--- config.mk ---
export PLATFORM = sky130hd
export DESIGN_NAME = ept_timer
export DESIGN_NICKNAME = d
export VERILOG_FILES = /design/src/rtl/ept_pkg.sv /design/src/rtl/ept_timer.sv
export SDC_FILE = /design/constraint.sdc
export NUM_CORES = 1
export LEC_CHECK = 0
export ABC_AREA = 0
export BUFFER_PORTS_ARGS = -buffer_cell sky130_fd_sc_hd__buf_2
export CAP_MARGIN = 15
export CORE_UTILIZATION = 50
export DETAILED_ROUTE_END_ITERATION = 10
export PLACE_DENSITY = 0.87
export SLEW_MARGIN = 20
export SYNTH_ARGS = -nofsm -noshare
export SYNTH_HDL_FRONTEND = slang
export SYNTH_SLANG_ARGS = --single-unit
--- constraint.sdc ---
create_clock -name clk_sys -period 2.61 [get_ports clk_sys]
set_input_delay 0.261 -clock clk_sys [delete_from_list [all_inputs] [get_ports clk_sys]]
set_output_delay 0.261 -clock clk_sys [all_outputs]
set_load 0.01 [all_outputs]
--- src/rtl/ept_pkg.sv ---
package ept_pkg;
  // register byte offsets on the avalon slave
  localparam logic [3:0] EPT_OFS_CTRL    = 4'h0;
  localparam logic [3:0] EPT_OFS_PRELOAD = 4'h4;
  localparam logic [3:0] EPT_OFS_COUNT   = 4'h8;
  localparam logic [3:0] EPT_OFS_SYS     = 4'hC;
  // control register field positions
  localparam int EPT_CTRL_PSC_LSB = 0;
  localparam int EPT_CTRL_EDGE    = 3;
  localparam int EPT_CTRL_RUN     = 4;
  localparam int EPT_CTRL_MODE_LSB = 6;
  // system register field positions
  localparam int EPT_SYS_TIE     = 0;
  localparam int EPT_SYS_IRQF    = 1;
  localparam int EPT_SYS_PDOWN   = 2;
  localparam int EPT_SYS_DIR_TMR = 3;
  localparam int EPT_SYS_DIR_B0  = 4;
  localparam int EPT_SYS_DIR_B1  = 5;
  localparam int EPT_SYS_DAT_B0  = 6;
  localparam int EPT_SYS_DAT_B1  = 7;
  localparam int EPT_SYS_TONE_EN = 8;
  // reset values and the counter full value
  localparam logic [7:0] EPT_CTRL_RST    = 8'h00;
  localparam logic [7:0] EPT_COUNT_RST   = 8'h00;
  localparam logic [7:0] EPT_PRELOAD_RST = 8'h00;
  localparam logic [8:0] EPT_SYS_RST     = 9'h0F8;
  localparam logic [7:0] EPT_COUNT_FULL  = 8'hFF;
  // operating mode field encodings
  localparam logic [1:0] EPT_MODE_EVENT = 2'h1;
  localparam logic [1:0] EPT_MODE_TIMER = 2'h2;
  localparam logic [1:0] EPT_MODE_PULSE = 2'h3;
  // pulse measurement phase
  typedef enum logic [1:0] {EPT_PW_IDLE, EPT_PW_ARMED, EPT_PW_COUNT}
    ept_pw_state_t;
  // shared port lines toward the pad ring
  typedef struct packed {
    logic tone_true;
    logic tone_true_oe_n;
    logic tone_inv;
    logic tone_inv_oe_n;
  } ept_tone_pins_t;
endpackage : ept_pkg

--- src/rtl/ept_timer.sv ---
// Behaviour
// - event mode counts external pin edges directly
// - counter runs only while run bit set
// - edge select low rising, high falling
// - overflow requests irq, reloads preload, continues
// - interrupt gated by interrupt enable bit
// - pin is timer input for mode and input
// - event counting continues in power-down, wakes
// - pulse mode uses prescaled system clock
// - pulse mode waits for active pin edge
// - edge low: count falling until high, stop
// - edge high: count rising until low, stop
// - timer and event modes never clear run
// - after auto-stop hold count, ignore pin
// - pulse mode starts on transitions, not levels
// - prescaler affects internal clock only
// - each overflow toggles tone output pair
// - second tone output is inverted while data bit zero set
// - tone function needs static configuration option
// - tone output only on output-direction pins
// - port data zero gates tone, one ignored
// - pull-high stays on while pin is input
// - count to FFH, overflow on next increment
// - stopped preload write loads counter too
// - mode field sits at bits 7 and 6
`timescale 1ns/100ps
`default_nettype none
module ept_timer
  import ept_pkg::*;
(
  // clock and reset
  input  wire  logic        clk_sys,
  input  wire  logic        rst_n,
  // avalon-mm slave
  input  wire  logic [3:0]  avs_address,
  input  wire  logic        avs_read,
  input  wire  logic        avs_write,
  input  wire  logic [31:0] avs_writedata,
  input  wire  logic [3:0]  avs_byteenable,
  output var   logic [31:0] avs_readdata,
  output var   logic        avs_waitrequest,
  // shared timer pin
  input  wire  logic        timer_pin_in,
  output var   logic        timer_pull_en,
  // tone pins
  input  wire  logic        tone_option_en,
  output var   ept_tone_pins_t tone_pins,
  // interrupt controller and power control
  output var   logic        timer_irq,
  output var   logic        wake_req
);

  // state held across cycles
  logic [7:0]    ctrl_q;
  logic [7:0]    preload_q;
  logic [7:0]    count_q;
  logic [8:0]    sys_q;
  logic [2:0]    pin_sync_q;
  logic          pin_lvl_q;
  logic [6:0]    psc_q;
  logic          tone_q;
  logic          ack_q;
  ept_pw_state_t pw_q;

  // decoded fields, pin edges, enables and bus strobes
  logic [1:0] mode;
  logic       run;
  logic       edge_hi;
  logic       pin_is_input;
  logic       pin_rise;
  logic       pin_fall;
  logic       act_edge;
  logic       back_edge;
  logic       tick_int;
  logic       tick;
  logic       ovf;
  logic       wr_ctrl;
  logic       wr_pre;
  logic       wr_sys;
  logic       wr_cnt;
  logic       pw_stop;
  logic       psc_tick;
  logic       lead_edge;
  logic [31:0] rd_mux;

  // control fields; software should set the mode before raising run,
  // a single write that changes both starts in the new mode at once
  assign mode    = ctrl_q[EPT_CTRL_MODE_LSB +: 2];
  assign run     = ctrl_q[EPT_CTRL_RUN];
  assign edge_hi = ctrl_q[EPT_CTRL_EDGE];

  // single-cycle strobes in the cycle waitrequest is low, so a write
  // lands on the very edge at which the master sees its answer; the
  // master still holds address and data there
  // lanes above zero are ignored by the 8-bit registers
  assign wr_ctrl = avs_write && ack_q && avs_address == EPT_OFS_CTRL
                   && avs_byteenable[0];
  assign wr_pre  = avs_write && ack_q && avs_address == EPT_OFS_PRELOAD
                   && avs_byteenable[0];
  assign wr_cnt  = avs_write && ack_q && avs_address == EPT_OFS_COUNT
                   && avs_byteenable[0];
  assign wr_sys  = avs_write && ack_q && avs_address == EPT_OFS_SYS;

  // the pin counts as a timer input only in an external mode as input
  // with the pin as output, or in timer mode, edges are dropped here
  assign pin_is_input = sys_q[EPT_SYS_DIR_TMR] &&
                        (mode == EPT_MODE_EVENT ||
                         mode == EPT_MODE_PULSE);

  // three-stage synchroniser, edge only when stages two and three agree
  // reset to the pulled-up idle level so no false edge follows reset
  always_ff @(posedge clk_sys or negedge rst_n) begin
    if (!rst_n) begin
      pin_sync_q <= 3'h7;
    end else begin
      pin_sync_q <= {pin_sync_q[1:0], timer_pin_in};
    end
  end

  // settled pin level, updated once stages two and three agree
  // a glitch that shows in one stage only never reaches this level
  always_ff @(posedge clk_sys or negedge rst_n) begin
    if (!rst_n) begin
      pin_lvl_q <= 1'b1;
    end else if (pin_sync_q[1] == pin_sync_q[2]) begin
      pin_lvl_q <= pin_sync_q[2];
    end
  end

  assign pin_rise = pin_is_input && (pin_sync_q[1] == pin_sync_q[2])
                    && pin_sync_q[2] && !pin_lvl_q;
  assign pin_fall = pin_is_input && (pin_sync_q[1] == pin_sync_q[2])
                    && !pin_sync_q[2] && pin_lvl_q;
  // event mode counts the selected edge; pulse mode starts on the
  // leading edge and stops on the trailing one, the event edge again
  assign act_edge  = edge_hi ? pin_fall : pin_rise;
  assign lead_edge = edge_hi ? pin_rise : pin_fall;
  assign back_edge = edge_hi ? pin_fall : pin_rise;

  // prescaler: free 7-bit divider, ratio 2^psc on the system clock
  // it never stops, so the first period after run may be short by up
  // to one prescaled clock; traded for a divider with no restart path
  always_ff @(posedge clk_sys or negedge rst_n) begin
    if (!rst_n) begin
      psc_q <= 7'h00;
    end else begin
      psc_q <= psc_q + 7'h01;
    end
  end

  // one-cycle enable when the low psc bits of the divider wrap
  // a ratio of zero gives a tick on every system clock
  always_comb begin
    psc_tick = 1'b1;
    for (int i = 0; i < 7; i++) begin
      if (i < int'(ctrl_q[EPT_CTRL_PSC_LSB +: 3]) && !psc_q[i]) begin
        psc_tick = 1'b0;
      end
    end
  end
  assign tick_int = psc_tick;

  // pulse-mode end: pin went back to its idle level; the trailing
  // edge cycle itself is not counted
  assign pw_stop = (pw_q == EPT_PW_COUNT) &&
                   back_edge;

  // count enable by mode; event mode is independent of power-down
  // mode 00 is not a counting mode and holds the counter still
  // pulse mode counts only between its two edges
  always_comb begin
    tick = 1'b0;
    if (run) begin
      case (mode)
        EPT_MODE_EVENT: tick = act_edge;
        EPT_MODE_TIMER: tick = tick_int;
        EPT_MODE_PULSE: tick = (pw_q == EPT_PW_COUNT) && !pw_stop
                               && tick_int;
        default:        tick = 1'b0;
      endcase
    end
  end
  assign ovf = tick && (count_q == EPT_COUNT_FULL);

  // pulse phase tracking, edge-driven only
  // arming takes one cycle after run, so an edge already past is not
  // taken as a start; dropping run or leaving the mode disarms at once
  always_ff @(posedge clk_sys or negedge rst_n) begin
    if (!rst_n) begin
      pw_q <= EPT_PW_IDLE;
    end else begin
      case (pw_q)
        EPT_PW_IDLE: begin
          if (run && mode == EPT_MODE_PULSE) begin
            pw_q <= EPT_PW_ARMED;
          end
        end
        EPT_PW_ARMED: begin
          // a pin already active does not start: needs a transition
          if (!run || mode != EPT_MODE_PULSE) begin
            pw_q <= EPT_PW_IDLE;
          end else if (lead_edge) begin
            pw_q <= EPT_PW_COUNT;
          end
        end
        EPT_PW_COUNT: begin
          if (!run || mode != EPT_MODE_PULSE || pw_stop) begin
            pw_q <= EPT_PW_IDLE;
          end
        end
        default: pw_q <= EPT_PW_IDLE;
      endcase
    end
  end

  // control register; hardware clears run only at pulse end
  // a software write in the same cycle wins, it is the newer intent
  // timer and event modes never reach the clear branch
  always_ff @(posedge clk_sys or negedge rst_n) begin
    if (!rst_n) begin
      ctrl_q <= EPT_CTRL_RST;
    end else if (wr_ctrl) begin
      ctrl_q <= avs_writedata[7:0];
    end else if (pw_stop && mode == EPT_MODE_PULSE) begin
      ctrl_q[EPT_CTRL_RUN] <= 1'b0;
    end
  end

  // preload register
  // holds the reload value; unchanged by overflow
  always_ff @(posedge clk_sys or negedge rst_n) begin
    if (!rst_n) begin
      preload_q <= EPT_PRELOAD_RST;
    end else if (wr_pre) begin
      preload_q <= avs_writedata[7:0];
    end
  end

  // counter: reload on overflow, direct load when stopped
  // a preload write while running waits for the next overflow
  // a direct count write beats a tick in the same cycle, that tick is
  // lost: software must allow for one count of error there
  always_ff @(posedge clk_sys or negedge rst_n) begin
    if (!rst_n) begin
      count_q <= EPT_COUNT_RST;
    end else if (wr_pre && !run) begin
      count_q <= avs_writedata[7:0];
    end else if (wr_cnt) begin
      count_q <= avs_writedata[7:0];
    end else if (ovf) begin
      count_q <= preload_q;
    end else if (tick) begin
      count_q <= count_q + 8'h01;
    end
  end

  // system bits; overflow set wins over a software clear
  // the later assignment below is what gives the set its priority,
  // so a clear in the overflow cycle never loses a request
  always_ff @(posedge clk_sys or negedge rst_n) begin
    if (!rst_n) begin
      sys_q <= EPT_SYS_RST;
    end else begin
      if (wr_sys) begin
        if (avs_byteenable[0]) begin
          sys_q[7:0] <= avs_writedata[7:0];
        end
        if (avs_byteenable[1]) begin
          sys_q[8] <= avs_writedata[8];
        end
      end
      if (ovf) begin
        sys_q[EPT_SYS_IRQF] <= 1'b1;
      end
    end
  end

  // interrupt request and wake-up outputs
  // the request is a level until software clears the flag; the wake
  // pulse ignores the enable, so a masked overflow still wakes
  // clearing run before power-down is the way to avoid that
  always_ff @(posedge clk_sys or negedge rst_n) begin
    if (!rst_n) begin
      timer_irq <= 1'b0;
      wake_req  <= 1'b0;
    end else begin
      timer_irq <= (sys_q[EPT_SYS_IRQF] || ovf) &&
                   sys_q[EPT_SYS_TIE];
      wake_req  <= ovf && sys_q[EPT_SYS_PDOWN];
    end
  end

  // tone divider toggles on each overflow
  // tone frequency is half the overflow rate
  always_ff @(posedge clk_sys or negedge rst_n) begin
    if (!rst_n) begin
      tone_q <= 1'b0;
    end else if (ovf) begin
      tone_q <= !tone_q;
    end
  end

  // tone pins: option, direction and data-zero gating
  // each pin drives only when the option is on and its direction is
  // output; a pin left as input stays free for ordinary use
  always_ff @(posedge clk_sys or negedge rst_n) begin
    if (!rst_n) begin
      tone_pins <= '{1'b0, 1'b1, 1'b0, 1'b1};
      timer_pull_en <= 1'b0;
    end else begin
      // data bit one is left out on purpose, it never gates the pair
      tone_pins.tone_true <= sys_q[EPT_SYS_DAT_B0] && tone_q;
      tone_pins.tone_inv  <= sys_q[EPT_SYS_DAT_B0] && !tone_q;
      tone_pins.tone_true_oe_n <= !(tone_option_en &&
                                    !sys_q[EPT_SYS_DIR_B0]);
      tone_pins.tone_inv_oe_n  <= !(tone_option_en &&
                                    !sys_q[EPT_SYS_DIR_B1]);
      timer_pull_en <= sys_q[EPT_SYS_DIR_TMR];
    end
  end

  // read mux; unmapped offsets and unused upper bits read as zero
  always_comb begin
    rd_mux = 32'h0000_0000;
    case (avs_address)
      EPT_OFS_CTRL:    rd_mux = {24'h00_0000, ctrl_q};
      EPT_OFS_PRELOAD: rd_mux = {24'h00_0000, preload_q};
      EPT_OFS_COUNT:   rd_mux = {24'h00_0000, count_q};
      EPT_OFS_SYS:     rd_mux = {23'h00_0000, sys_q};
      default:         rd_mux = 32'h0000_0000;
    endcase
  end

  // avalon answer: one wait cycle, then ack with read data
  // read data is caught at the taking edge and stands until the next
  // read, so the master takes it where it sees waitrequest low
  always_ff @(posedge clk_sys or negedge rst_n) begin
    if (!rst_n) begin
      ack_q        <= 1'b0;
      avs_readdata <= 32'h0000_0000;
    end else begin
      ack_q <= (avs_read || avs_write) && !ack_q;
      if (avs_read && !ack_q) begin
        avs_readdata <= rd_mux;
      end
    end
  end

  // waitrequest high except the cycle the answer is ready
  // registered, so it is low exactly one cycle after the taking edge
  // and never low twice in a row, whatever the master does
  always_ff @(posedge clk_sys or negedge rst_n) begin
    if (!rst_n) begin
      avs_waitrequest <= 1'b1;
    end else begin
      avs_waitrequest <= !((avs_read || avs_write) && !ack_q);
    end
  end

endmodule : ept_timer
`default_nettype wire

==> results of run 1 <==
[routing by layer]
| layer | share of wire, % | vias to the layer above |
|---|---|---|
| met1 | 43 | 1107 |
| met3 | 7.3 | 18 |
| met2 | 46 | 109 |
| met5 | 0 | - |
| li1 | - | 1022 |
| met4 | 3.0 | 0 |
[final timing paths]
| kind | from | to | slack, ns | cells past startpoint |
|---|---|---|---|---|
| min in group asynchronous | rst_n | tone_pins[1]$_DFF_PN0_ | 0.49 | 2 |
| min reg2reg | pin_sync_q[0]$_DFF_PN1_ | pin_sync_q[1]$_DFF_PN1_ | 0.36 | 0 |
| min | timer_pin_in | pin_sync_q[0]$_DFF_PN1_ | 0.01 | 1 |
| max | pin_sync_q[1]$_DFF_PN1_ | count_q[4]$_DFFE_PN0P_ | 0.35 | 6 |
| max reg2reg | pin_sync_q[1]$_DFF_PN1_ | count_q[4]$_DFFE_PN0P_ | 0.35 | 6 |
| max in group asynchronous | rst_n | avs_waitrequest$_DFF_PN1_ | 1.43 | 3 |
[cell type report]
| type | instances | area, µm² |
|---|---|---|
| clock buffer | 13 | 159 |
| inverter | 9 | 33.8 |
| fill | 486 | 2440 |
| multi-input combinational | 187 | 1420 |
| clock inverter | 3 | 40.0 |
| timing repair buffer | 41 | 230 |
| tap | 75 | 93.8 |
| sequential | 65 | 1640 |
[state kept, by name, indices dropped and copies added, names as in the netlist]
register	cells
avs_readdata	9
preload_q	8
count_q	8
tone_q	1
timer_pull_en	1
ack_q	1
sys_q	9
avs_waitrequest	1
pin_lvl_q	1
pin_sync_q	3
pw_q	2
psc_q	7
ctrl_q	8
timer_irq	1
tone_pins	4
wake_req	1
[per-stage QoR]
stage / util [%] / cells / worst slack (ns) / instance area [µm²]
finish: 59.7 / 393 / 0.346 / 3620
global route: 59.7 / 393 / 0.240 / 3620
CTS: 59.7 / 393 / 0.366 / 3620
detailed placement: 56.3 / 376 / 0.407 / 3410
global placement: 56.3 / 376 / 0.453 / 3410
floorplan: - / 292 / 0.643 / 3300
[power groups by stage]
stage / registers [mW] / logic, mW / clock network, mW
after global placement: 1.27 / 0.393 / 0
after detailed placement: 1.28 / 0.406 / 0
final: 1.27 / 0.416 / 0.855
after global routing: 1.29 / 0.458 / 0.922
after floorplan: 1.24 / 0.322 / 0
after CTS: 1.27 / 0.414 / 0.872
[worst max-delay path: stages, from the launching register on]
cell and delay, ns:
dfstp_2 0.58, and4bb_4 0.25, o211ai_4 0.28, nand4_2 0.17, o32ai_2 0.43, a41oi_1 0.20
o31ai_1 0.26
[cells in the mapped netlist, types with 2 or more instances]
library cell	n	area (µm²)
dfrtp_1	53	1330
buf_4	23	173
nand2_1	20	75.1
mux2_2	15	169
nor2_1	13	48.8
dfstp_2	12	315
inv_1	9	33.8
a22o_1	8	70.1
mux2_1	8	90.1
mux4_2	8	180
nand3_1	7	35.0
a21oi_1	6	30.0
o21ai_0	6	30.0
nand4_1	5	31.3
xor2_1	5	43.8
clkbuf_1	4	15.0
nand2b_1	4	25.0
nor3_1	4	20.0
or3_1	4	25.0
buf_2	3	15.0
mux2i_1	3	30.0
o211ai_1	3	22.5
o21ai_1	3	15.0
o31ai_1	3	22.5
xnor2_1	3	26.3
a2111oi_0	2	17.5
and2_1	2	12.5
and3_1	2	12.5
ha_1	2	25.0
nor2b_1	2	12.5
o21a_1	2	15.0
[kinds of logic (layout without fill, tap and decap cells)]
family	after synthesis	after routing	synth area share, %
AO/OA/AOI/OAI	47	47	11.6
multiplexers	34	34	14.6
AND/OR/NAND/NOR	72	72	12.0
other	1	23	0.116
flip-flops	65	65	51.0
XOR/XNOR	8	8	2.18
buffers and inverters	40	66	7.46
adder cells (fa/ha/maj)	3	3	1.09
==> results_dict.tcl, run 1 <==
set metrics [dict create \
    cts_max_level 3 \
    combPwrFrac_pct 16.4 \
    grtUsageMet1_pct 26.6 \
    grt_overflow_total 0 \
    synthCells 270 \
    cp-start-kind "flop" \
    drive_gt1_share_pct 31.1 \
    fin_crit_ns 2.26 \
    p_total_mw 2.54 \
    cts_root_buf "clkbuf_8" \
    clk_pin_slew_ns 0.07 \
    gp_congestion 0.930 \
    mostFrequentLayoutCell "dfrtp_1" \
    ys.flop_type "dfrtp_1" \
    peakVddDrop_v 0.000432 \
    ant_nets 0 \
    dieHeight_um 82.3 \
    worst-endpoint-arrival_ns 2.52 \
    power_density_nw_per_um2 702 \
    synthArstFlopShare_pct 100 \
    nets 361 \
    ctsHoldBuffers 1 \
    syn_to_final_growth_pct 12.4 \
    final_cell_mix "53 x dfrtp_1, 37 x buf_2, 23 x conb_1" \
    ios 86 \
    p_sw_share_pct 27.6 \
    grt_usage_pct 20.8 \
    viasPerCell 5.74 \
    port_buffers 37 \
    cts.repair.resized 0 \
    criticalPathCategory "flop to flop" \
    max_slew_margin_pct 46.9 \
    rsz0062_at_grt "no" \
    syn_area_um2 3220 \
    grt_pass1_vias 2060 \
    routed_wl_mm 6.45 \
    min_period_over_period_pct 86.7 \
    crit_required_ns 2.87 \
    dpl.hpwl_mm 4.52 \
    drc 0 \
    synth-seq-cells 65 \
    hold_violations 0 \
    finalSetupViolCount 0 \
    seq_area_frac_synth_pct 51.0 \
    p_leak_nw 1.70 \
    p_seq_share_pct 50.0 \
    synth_cell_types 57 \
    antenna_found_initial 0 \
    finalSetupTns_ns 0 \
    cts_tree "yes" \
    avgSynthCellArea_um2 11.9 \
    cts_buffers 9 \
    cap_violations 0 \
    first_pass_iters 4 \
    clock_power_share_pct 33.6 \
    die_x_um 82.3 \
    switching_power_mw 0.703 \
    finClkSkew_ns 0.00843 \
    vias 2256 \
    grt_max_degree 37 \
    antenna_cells 0 \
    tightest_slew_ns 0.791 \
    maxSlewViolCount 0 \
    clkSinkCount 65 \
    fmax_ghz 0.442 \
    hold_ws_ns 0.0137 \
    worstSetupEndpointType "flop" \
    clk_latency_ns 0.35 \
    synth_warnings 0 \
    floorplan.die_area_um2 6770 \
    drtIter0Drc 148 \
    grt_pass1_wl_mm 10.0 \
    use_met3_pct 6.48 \
    grtUsageMet2_pct 31.7 \
    rows 28 \
    worst-path-max-fanout 8 \
    grt.busiest_layer "met2" \
    initial_core_util_pct 53.1 \
    post_cts_buffers 0 \
    cts_buffer_depth 2 \
    hold_class "primary input to flop" \
    status "finished, final reports clean" \
    core_area_um2 6060 \
    avgRoutedWirePerCell_um 16.4 \
    p_int_mw 1.84 \
    synth_edf_count 0 \
]
No activity file was read; power rests on OpenSTA's default activity.
==> run 2, diff against run 1 <==
Settings changed: CELL_PAD_IN_SITES_DETAIL_PLACEMENT set to 0, CELL_PAD_IN_SITES_GLOBAL_PLACEMENT set to 1, CORE_UTILIZATION 50 to 41, PLACE_DENSITY 0.87 to 0.9.
==> run 2 against run 1 <==
  * Cell count up 6.4%
  * Core utilization shrank 10 points
  * Total power shrank 0.26%
  * Register-to-register slack lost 0.04 ns
  * Via count shrank 1.3%
  * Combinational power hardly changed
  * Sequential cell count unchanged
  * Sequential power hardly changed
  * Hold slack improved by 0.0073 ns
  * Largest power group unchanged
  * Highest routed layer unchanged
==> results_dict.tcl, run 2 (synthesized netlist as in run 1, its figures left out) <==
set metrics [dict create \
    peakVddDrop_v 0.000244 \
    dieHeight_um 90.6 \
    cts_buffer_depth 2 \
    place_area_um2 3450 \
    crit_path_end "count_q[5]$_DFFE_PN0P_" \
    fillCellCount 660 \
    clkSinkCount 65 \
    core_area_um2 7410 \
    finClkSkew_ns 0.00886 \
    hold_class "primary input to flop" \
    rrSetupSlack_ns 0.31 \
    tightest_slew_ns 0.823 \
    grt_usage_pct 17.2 \
    multiInputGateArea_um2 1420 \
    power_density_nw_per_um2 693 \
    antenna_found_initial 0 \
    postLayoutCellArea_um2 3660 \
    final_cell_mix "53 x dfrtp_1, 37 x buf_2, 23 x conb_1" \
    min_period_over_period_pct 88.1 \
    port_buffers 37 \
    clk_latency_ns 0.34 \
    grt_overflow_total 0 \
    grt_pass1_wl_mm 10.9 \
    fin_crit_ns 2.30 \
    cp-start-kind "flop" \
    criticalPathCategory "flop to flop" \
    grt_pass1_vias 2145 \
    initial_core_util_pct 43.5 \
    crit_start "count_q[0]$_DFFE_PN0P_" \
    p_total_mw 2.53 \
    drtIter0Drc 102 \
    cts_root_buf "clkbuf_8" \
    dpl.hpwl_mm 4.70 \
    biggestRegsByFlops "avs_readdata (9), sys_q (9)" \
    routed_wl_mm 6.46 \
    worst-endpoint-arrival_ns 2.52 \
    cap_violations 0 \
    viasPerCell 5.33 \
    die_x_um 90.6 \
    vias 2227 \
    max_slew_margin_pct 44.7 \
    ant_nets 0 \
    grt_max_degree 36 \
    crit_required_ns 2.83 \
    post_cts_buffers 0 \
    drc 0 \
    first_pass_iters 4 \
    hold_violations 0 \
    finalSetupTns_ns 0 \
    cts_tree "yes" \
    clk_pin_slew_ns 0.07 \
    rows 31 \
    nets 362 \
    register_area_um2 1640 \
    maxSlewViolCount 0 \
    floorplan.die_area_um2 8210 \
    finalSetupViolCount 0 \
    fmax_ghz 0.435 \
    ff2ff_path_depth 7 \
    ios 86 \
    gp_congestion 0.870 \
    status "finished, final reports clean" \
    p_leak_nw 1.71 \
    worstSetupEndpointType "flop" \
    mostFrequentLayoutCell "dfrtp_1" \
    drive_gt1_share_pct 31.3 \
    cts_buffers 9 \
    worstReg2RegStart "count_q[0]$_DFFE_PN0P_" \
    rsz0062_at_grt "no" \
    worst-path-max-fanout 8 \
    cts_max_level 3 \
    r2r_end "count_q[5]$_DFFE_PN0P_" \
    syn_to_final_growth_pct 13.6 \
    avgRoutedWirePerCell_um 15.5 \
    antenna_cells 0 \
]
run 2: worst min path at each step:
stage | startpoint | end | cells past startpoint
2_1_floorplan | rst_n | ack_q$_DFF_PN0_ | 0
3_3_place_gp | rst_n | psc_q[2]$_DFF_PN0_ | 1
3_5_place_dp | rst_n | psc_q[3]$_DFF_PN0_ | 1
4_1_cts | timer_pin_in | pin_sync_q[0]$_DFF_PN1_ | 1
5_1_grt | timer_pin_in | pin_sync_q[0]$_DFF_PN1_ | 1
6_report | timer_pin_in | pin_sync_q[0]$_DFF_PN1_ | 1
run 2: power by group:
group	switching, mW	internal, mW
clock network	0.365	0.491
registers	0.125	1.14
logic	0.207	0.206
total	0.697	1.84
run 2: worst max-delay path: stages (launching register included):
cell     delay [ns]
dfrtp_1        0.43
ha_1           0.24
nand2_1        0.13
or3_1          0.43
nor2_2         0.33
mux2_2         0.38
mux2i_1        0.16
o21ai_1        0.08
run 2: final cells by class:
| type | instances | share of cell area [%] |
|---|---|---|
| clock buffer | 13 | 4.34 |
| clock inverter | 3 | 1.09 |
| inverter | 9 | 0.924 |
| multi-input combinational | 187 | 38.9 |
| sequential | 65 | 44.9 |
| tap | 99 | 3.39 |
| timing repair buffer | 42 | 6.50 |
run 2: metal layers:
layer | routed length [µm] | part of all wire [%] | vias up | GRT usage (%)
met5 | 0 | 0 | - | 0
met4 | 93 | 1.4 | 0 | 8.47
met3 | 306 | 4.7 | 8 | 3.96
met2 | 3260 | 50 | 70 | 27.6
met1 | 2800 | 43 | 1118 | 21.8
li1 | - | - | 1031 | -
run 2: timing repair:
action                    CTS  global route
hold endpoints to repair   28             0
resized for setup           0             0
hold buffers                1             0
run 2: stage by stage:
step	hold WS [ns]	util (%)	setup slack, ns	cells
floorplan	-0.0346	-	0.643	292
global placement	0.339	46.5	0.404	401
detailed placement	0.349	46.5	0.344	401
CTS	0.00561	49.4	0.325	418
global route	0.00284	49.4	0.202	418
finish	0.0210	49.4	0.310	418
==> run 3, diff against run 2 <==
Settings changed: CELL_PAD_IN_SITES_DETAIL_PLACEMENT 0 to 1, CORE_ASPECT_RATIO set to 1.25.
==> run 3 against run 2 <==
  * Setup slack got worse by 0.13 ns
  * Via count rose by 4.8%
  * Core utilization fell by 0.70 points
  * Sequential share of layout area rose by 0.15 points
  * Cell count fell by 1.4%
  * Global-route usage rose by 5.3 points
  * Non-clock buffer count rose by 1
  * Sequential power barely moved
  * Hold slack improved by 0.028 ns
  * Critical endpoint unchanged
==> results_dict.tcl, run 3 (synthesized netlist as in run 1, its figures left out) <==
set metrics [dict create \
    avgRoutedWirePerCell_um 19.6 \
    antenna_cells 0 \
    hold_class "primary input to flop" \
    multiInputGateArea_um2 1420 \
    drc 0 \
    worstReg2RegStart "count_q[0]$_DFFE_PN0P_" \
    fin_crit_ns 2.43 \
    final_cell_mix "53 x dfrtp_1, 37 x buf_2, 23 x conb_1" \
    cts_root_buf "clkbuf_8" \
    first_pass_iters 4 \
    cts_max_level 3 \
    worstSetupEndpointType "flop" \
    syn_to_final_growth_pct 13.2 \
    clk_latency_ns 0.36 \
    hold_violations 0 \
    biggestRegsByFlops "avs_readdata (9), sys_q (9)" \
    grt_pass1_wl_mm 13.3 \
    port_buffers 37 \
    maxSlewViolCount 0 \
    antenna_found_initial 0 \
    cts_buffer_depth 2 \
    cap_violations 0 \
    grt_max_degree 35 \
    ios 86 \
    crit_required_ns 2.85 \
    worst-endpoint-arrival_ns 2.66 \
    gp_congestion 0.824 \
    initial_core_util_pct 43.0 \
    p_leak_nw 1.70 \
    peakVddDrop_v 0.000350 \
    cts_buffers 9 \
    drive_gt1_share_pct 31.3 \
    cts_tree "yes" \
    fmax_ghz 0.412 \
    fin_util_pct 48.7 \
    finalSetupTns_ns 0 \
    finClkSkew_ns 0.0101 \
    ant_nets 0 \
    worstHoldStart "tone_option_en" \
    finalSetupViolCount 0 \
    max_slew_margin_pct 46.1 \
    criticalPathCategory "flop to flop" \
    clkSinkCount 65 \
    cp_slowest_cell "or3_1" \
    routed_wl_mm 8.08 \
    grt_overflow_total 0 \
    floorplan.die_area_um2 8220 \
    dpl.hpwl_mm 5.94 \
    rows 35 \
    mostFrequentLayoutCell "dfrtp_1" \
    register_area_um2 1640 \
    power_density_nw_per_um2 690 \
    crit_start "count_q[0]$_DFFE_PN0P_" \
    vias 2335 \
    cts.repair.resized 0 \
    die_x_um 81.3 \
    grt_pass1_vias 2511 \
    fillCellCount 814 \
    worst-path-max-fanout 8 \
    min_period_over_period_pct 92.9 \
    status "finished, final reports clean" \
    viasPerCell 5.67 \
    cpPeakStageDelay_ns 0.45 \
    dieHeight_um 101 \
    tightest_slew_ns 0.809 \
    grt_usage_pct 22.5 \
    cp_cell_sequence "ha_1 > nand2_1 > or3_1 > nor2_2 > mux2_2 > mux2i_1 > o21ai_1" \
    cp-start-kind "flop" \
    clk_pin_slew_ns 0.06 \
    drtIter0Drc 112 \
    core_area_um2 7490 \
    rsz0062_at_grt "no" \
    nets 363 \
]
==> run 3: cell count changes in the layout (fill, tap and decap cells not counted) <==
cell / change
clkbuf_8: +1
dlygate4sd3_1: +1
bufinv_16: -1
clkinv_2: -1
clkinvlp_4: +1
==> run 3: critical path: cells and delay by family (launching register included) <==
family / cells / cell delay [ns]
DFF: 1 / 0.44
AOI/OAI and AO/OA: 1 / 0.08
and+or+nand+nor: 3 / 0.95
muxes: 2 / 0.55
adders and majority gates: 1 / 0.28
==> run 3: final timing paths <==
| check | depth (start not counted) | to | slack, ns |
|---|---|---|---|
| setup / recovery | 7 | count_q[5]$_DFFE_PN0P_ | 0.18 |
| hold / removal | 2 | tone_pins[0]$_DFF_PN1_ | 0.05 |
| setup reg to reg | 7 | count_q[5]$_DFFE_PN0P_ | 0.18 |
| hold reg to reg | 0 | pin_sync_q[1]$_DFF_PN1_ | 0.36 |
| max in group asynchronous | 3 | sys_q[7]$_DFFE_PN1P_ | 1.40 |
| min in group asynchronous | 2 | sys_q[0]$_DFFE_PN0P_ | 0.51 |
==> run 3: cell type report <==
cell class	count	share of cell area, %
Sequential cell	65	45.0
Clock inverter	2	0.343
Tap cell	92	3.16
Clock buffer	14	4.74
Timing Repair Buffer	43	6.80
Multi-Input combinational cell	187	39.0
Inverter	9	0.927
==> run 3: per-layer routing <==
| metal | wire length, µm | part of all wire [%] | track usage, % |
|---|---|---|---|
| met5 | 0 | 0 | 0 |
| met2 | 4400 | 54 | 39.0 |
| met3 | 288 | 3.6 | 4.71 |
| met4 | 258 | 3.2 | 12.2 |
| met1 | 3130 | 39 | 25.3 |
==> run 3: repair_timing <==
item | 4_1_cts | 5_1_grt
endpoints found under the hold margin | 22 | 0
hold buffers | 2 | 0
buffers inserted | 0 | 0
==> run 3: per-stage QoR <==
| stage | hold WS (ns) | total power [mW] | instance area, µm² | std cells | setup WS, ns |
|---|---|---|---|---|---|
| after floorplan | -0.0346 | 1.57 | 3300 | 292 | 0.643 |
| after global placement | 0.346 | 1.67 | 3440 | 394 | 0.417 |
| after detailed placement | 0.348 | 1.73 | 3440 | 394 | 0.280 |
| after CTS | 0.0419 | 2.53 | 3640 | 412 | 0.207 |
| after global routing | 0.0450 | 2.63 | 3640 | 412 | 0.0756 |
| final | 0.0486 | 2.52 | 3640 | 412 | 0.184 |
==> run 3: where the power goes <==
group	switching (mW)	internal, mW	total [mW]
Sequential	0.135	1.14	1.28
Combinational	0.234	0.208	0.442
Clock	0.375	0.422	0.797
Total	0.745	1.77	2.52
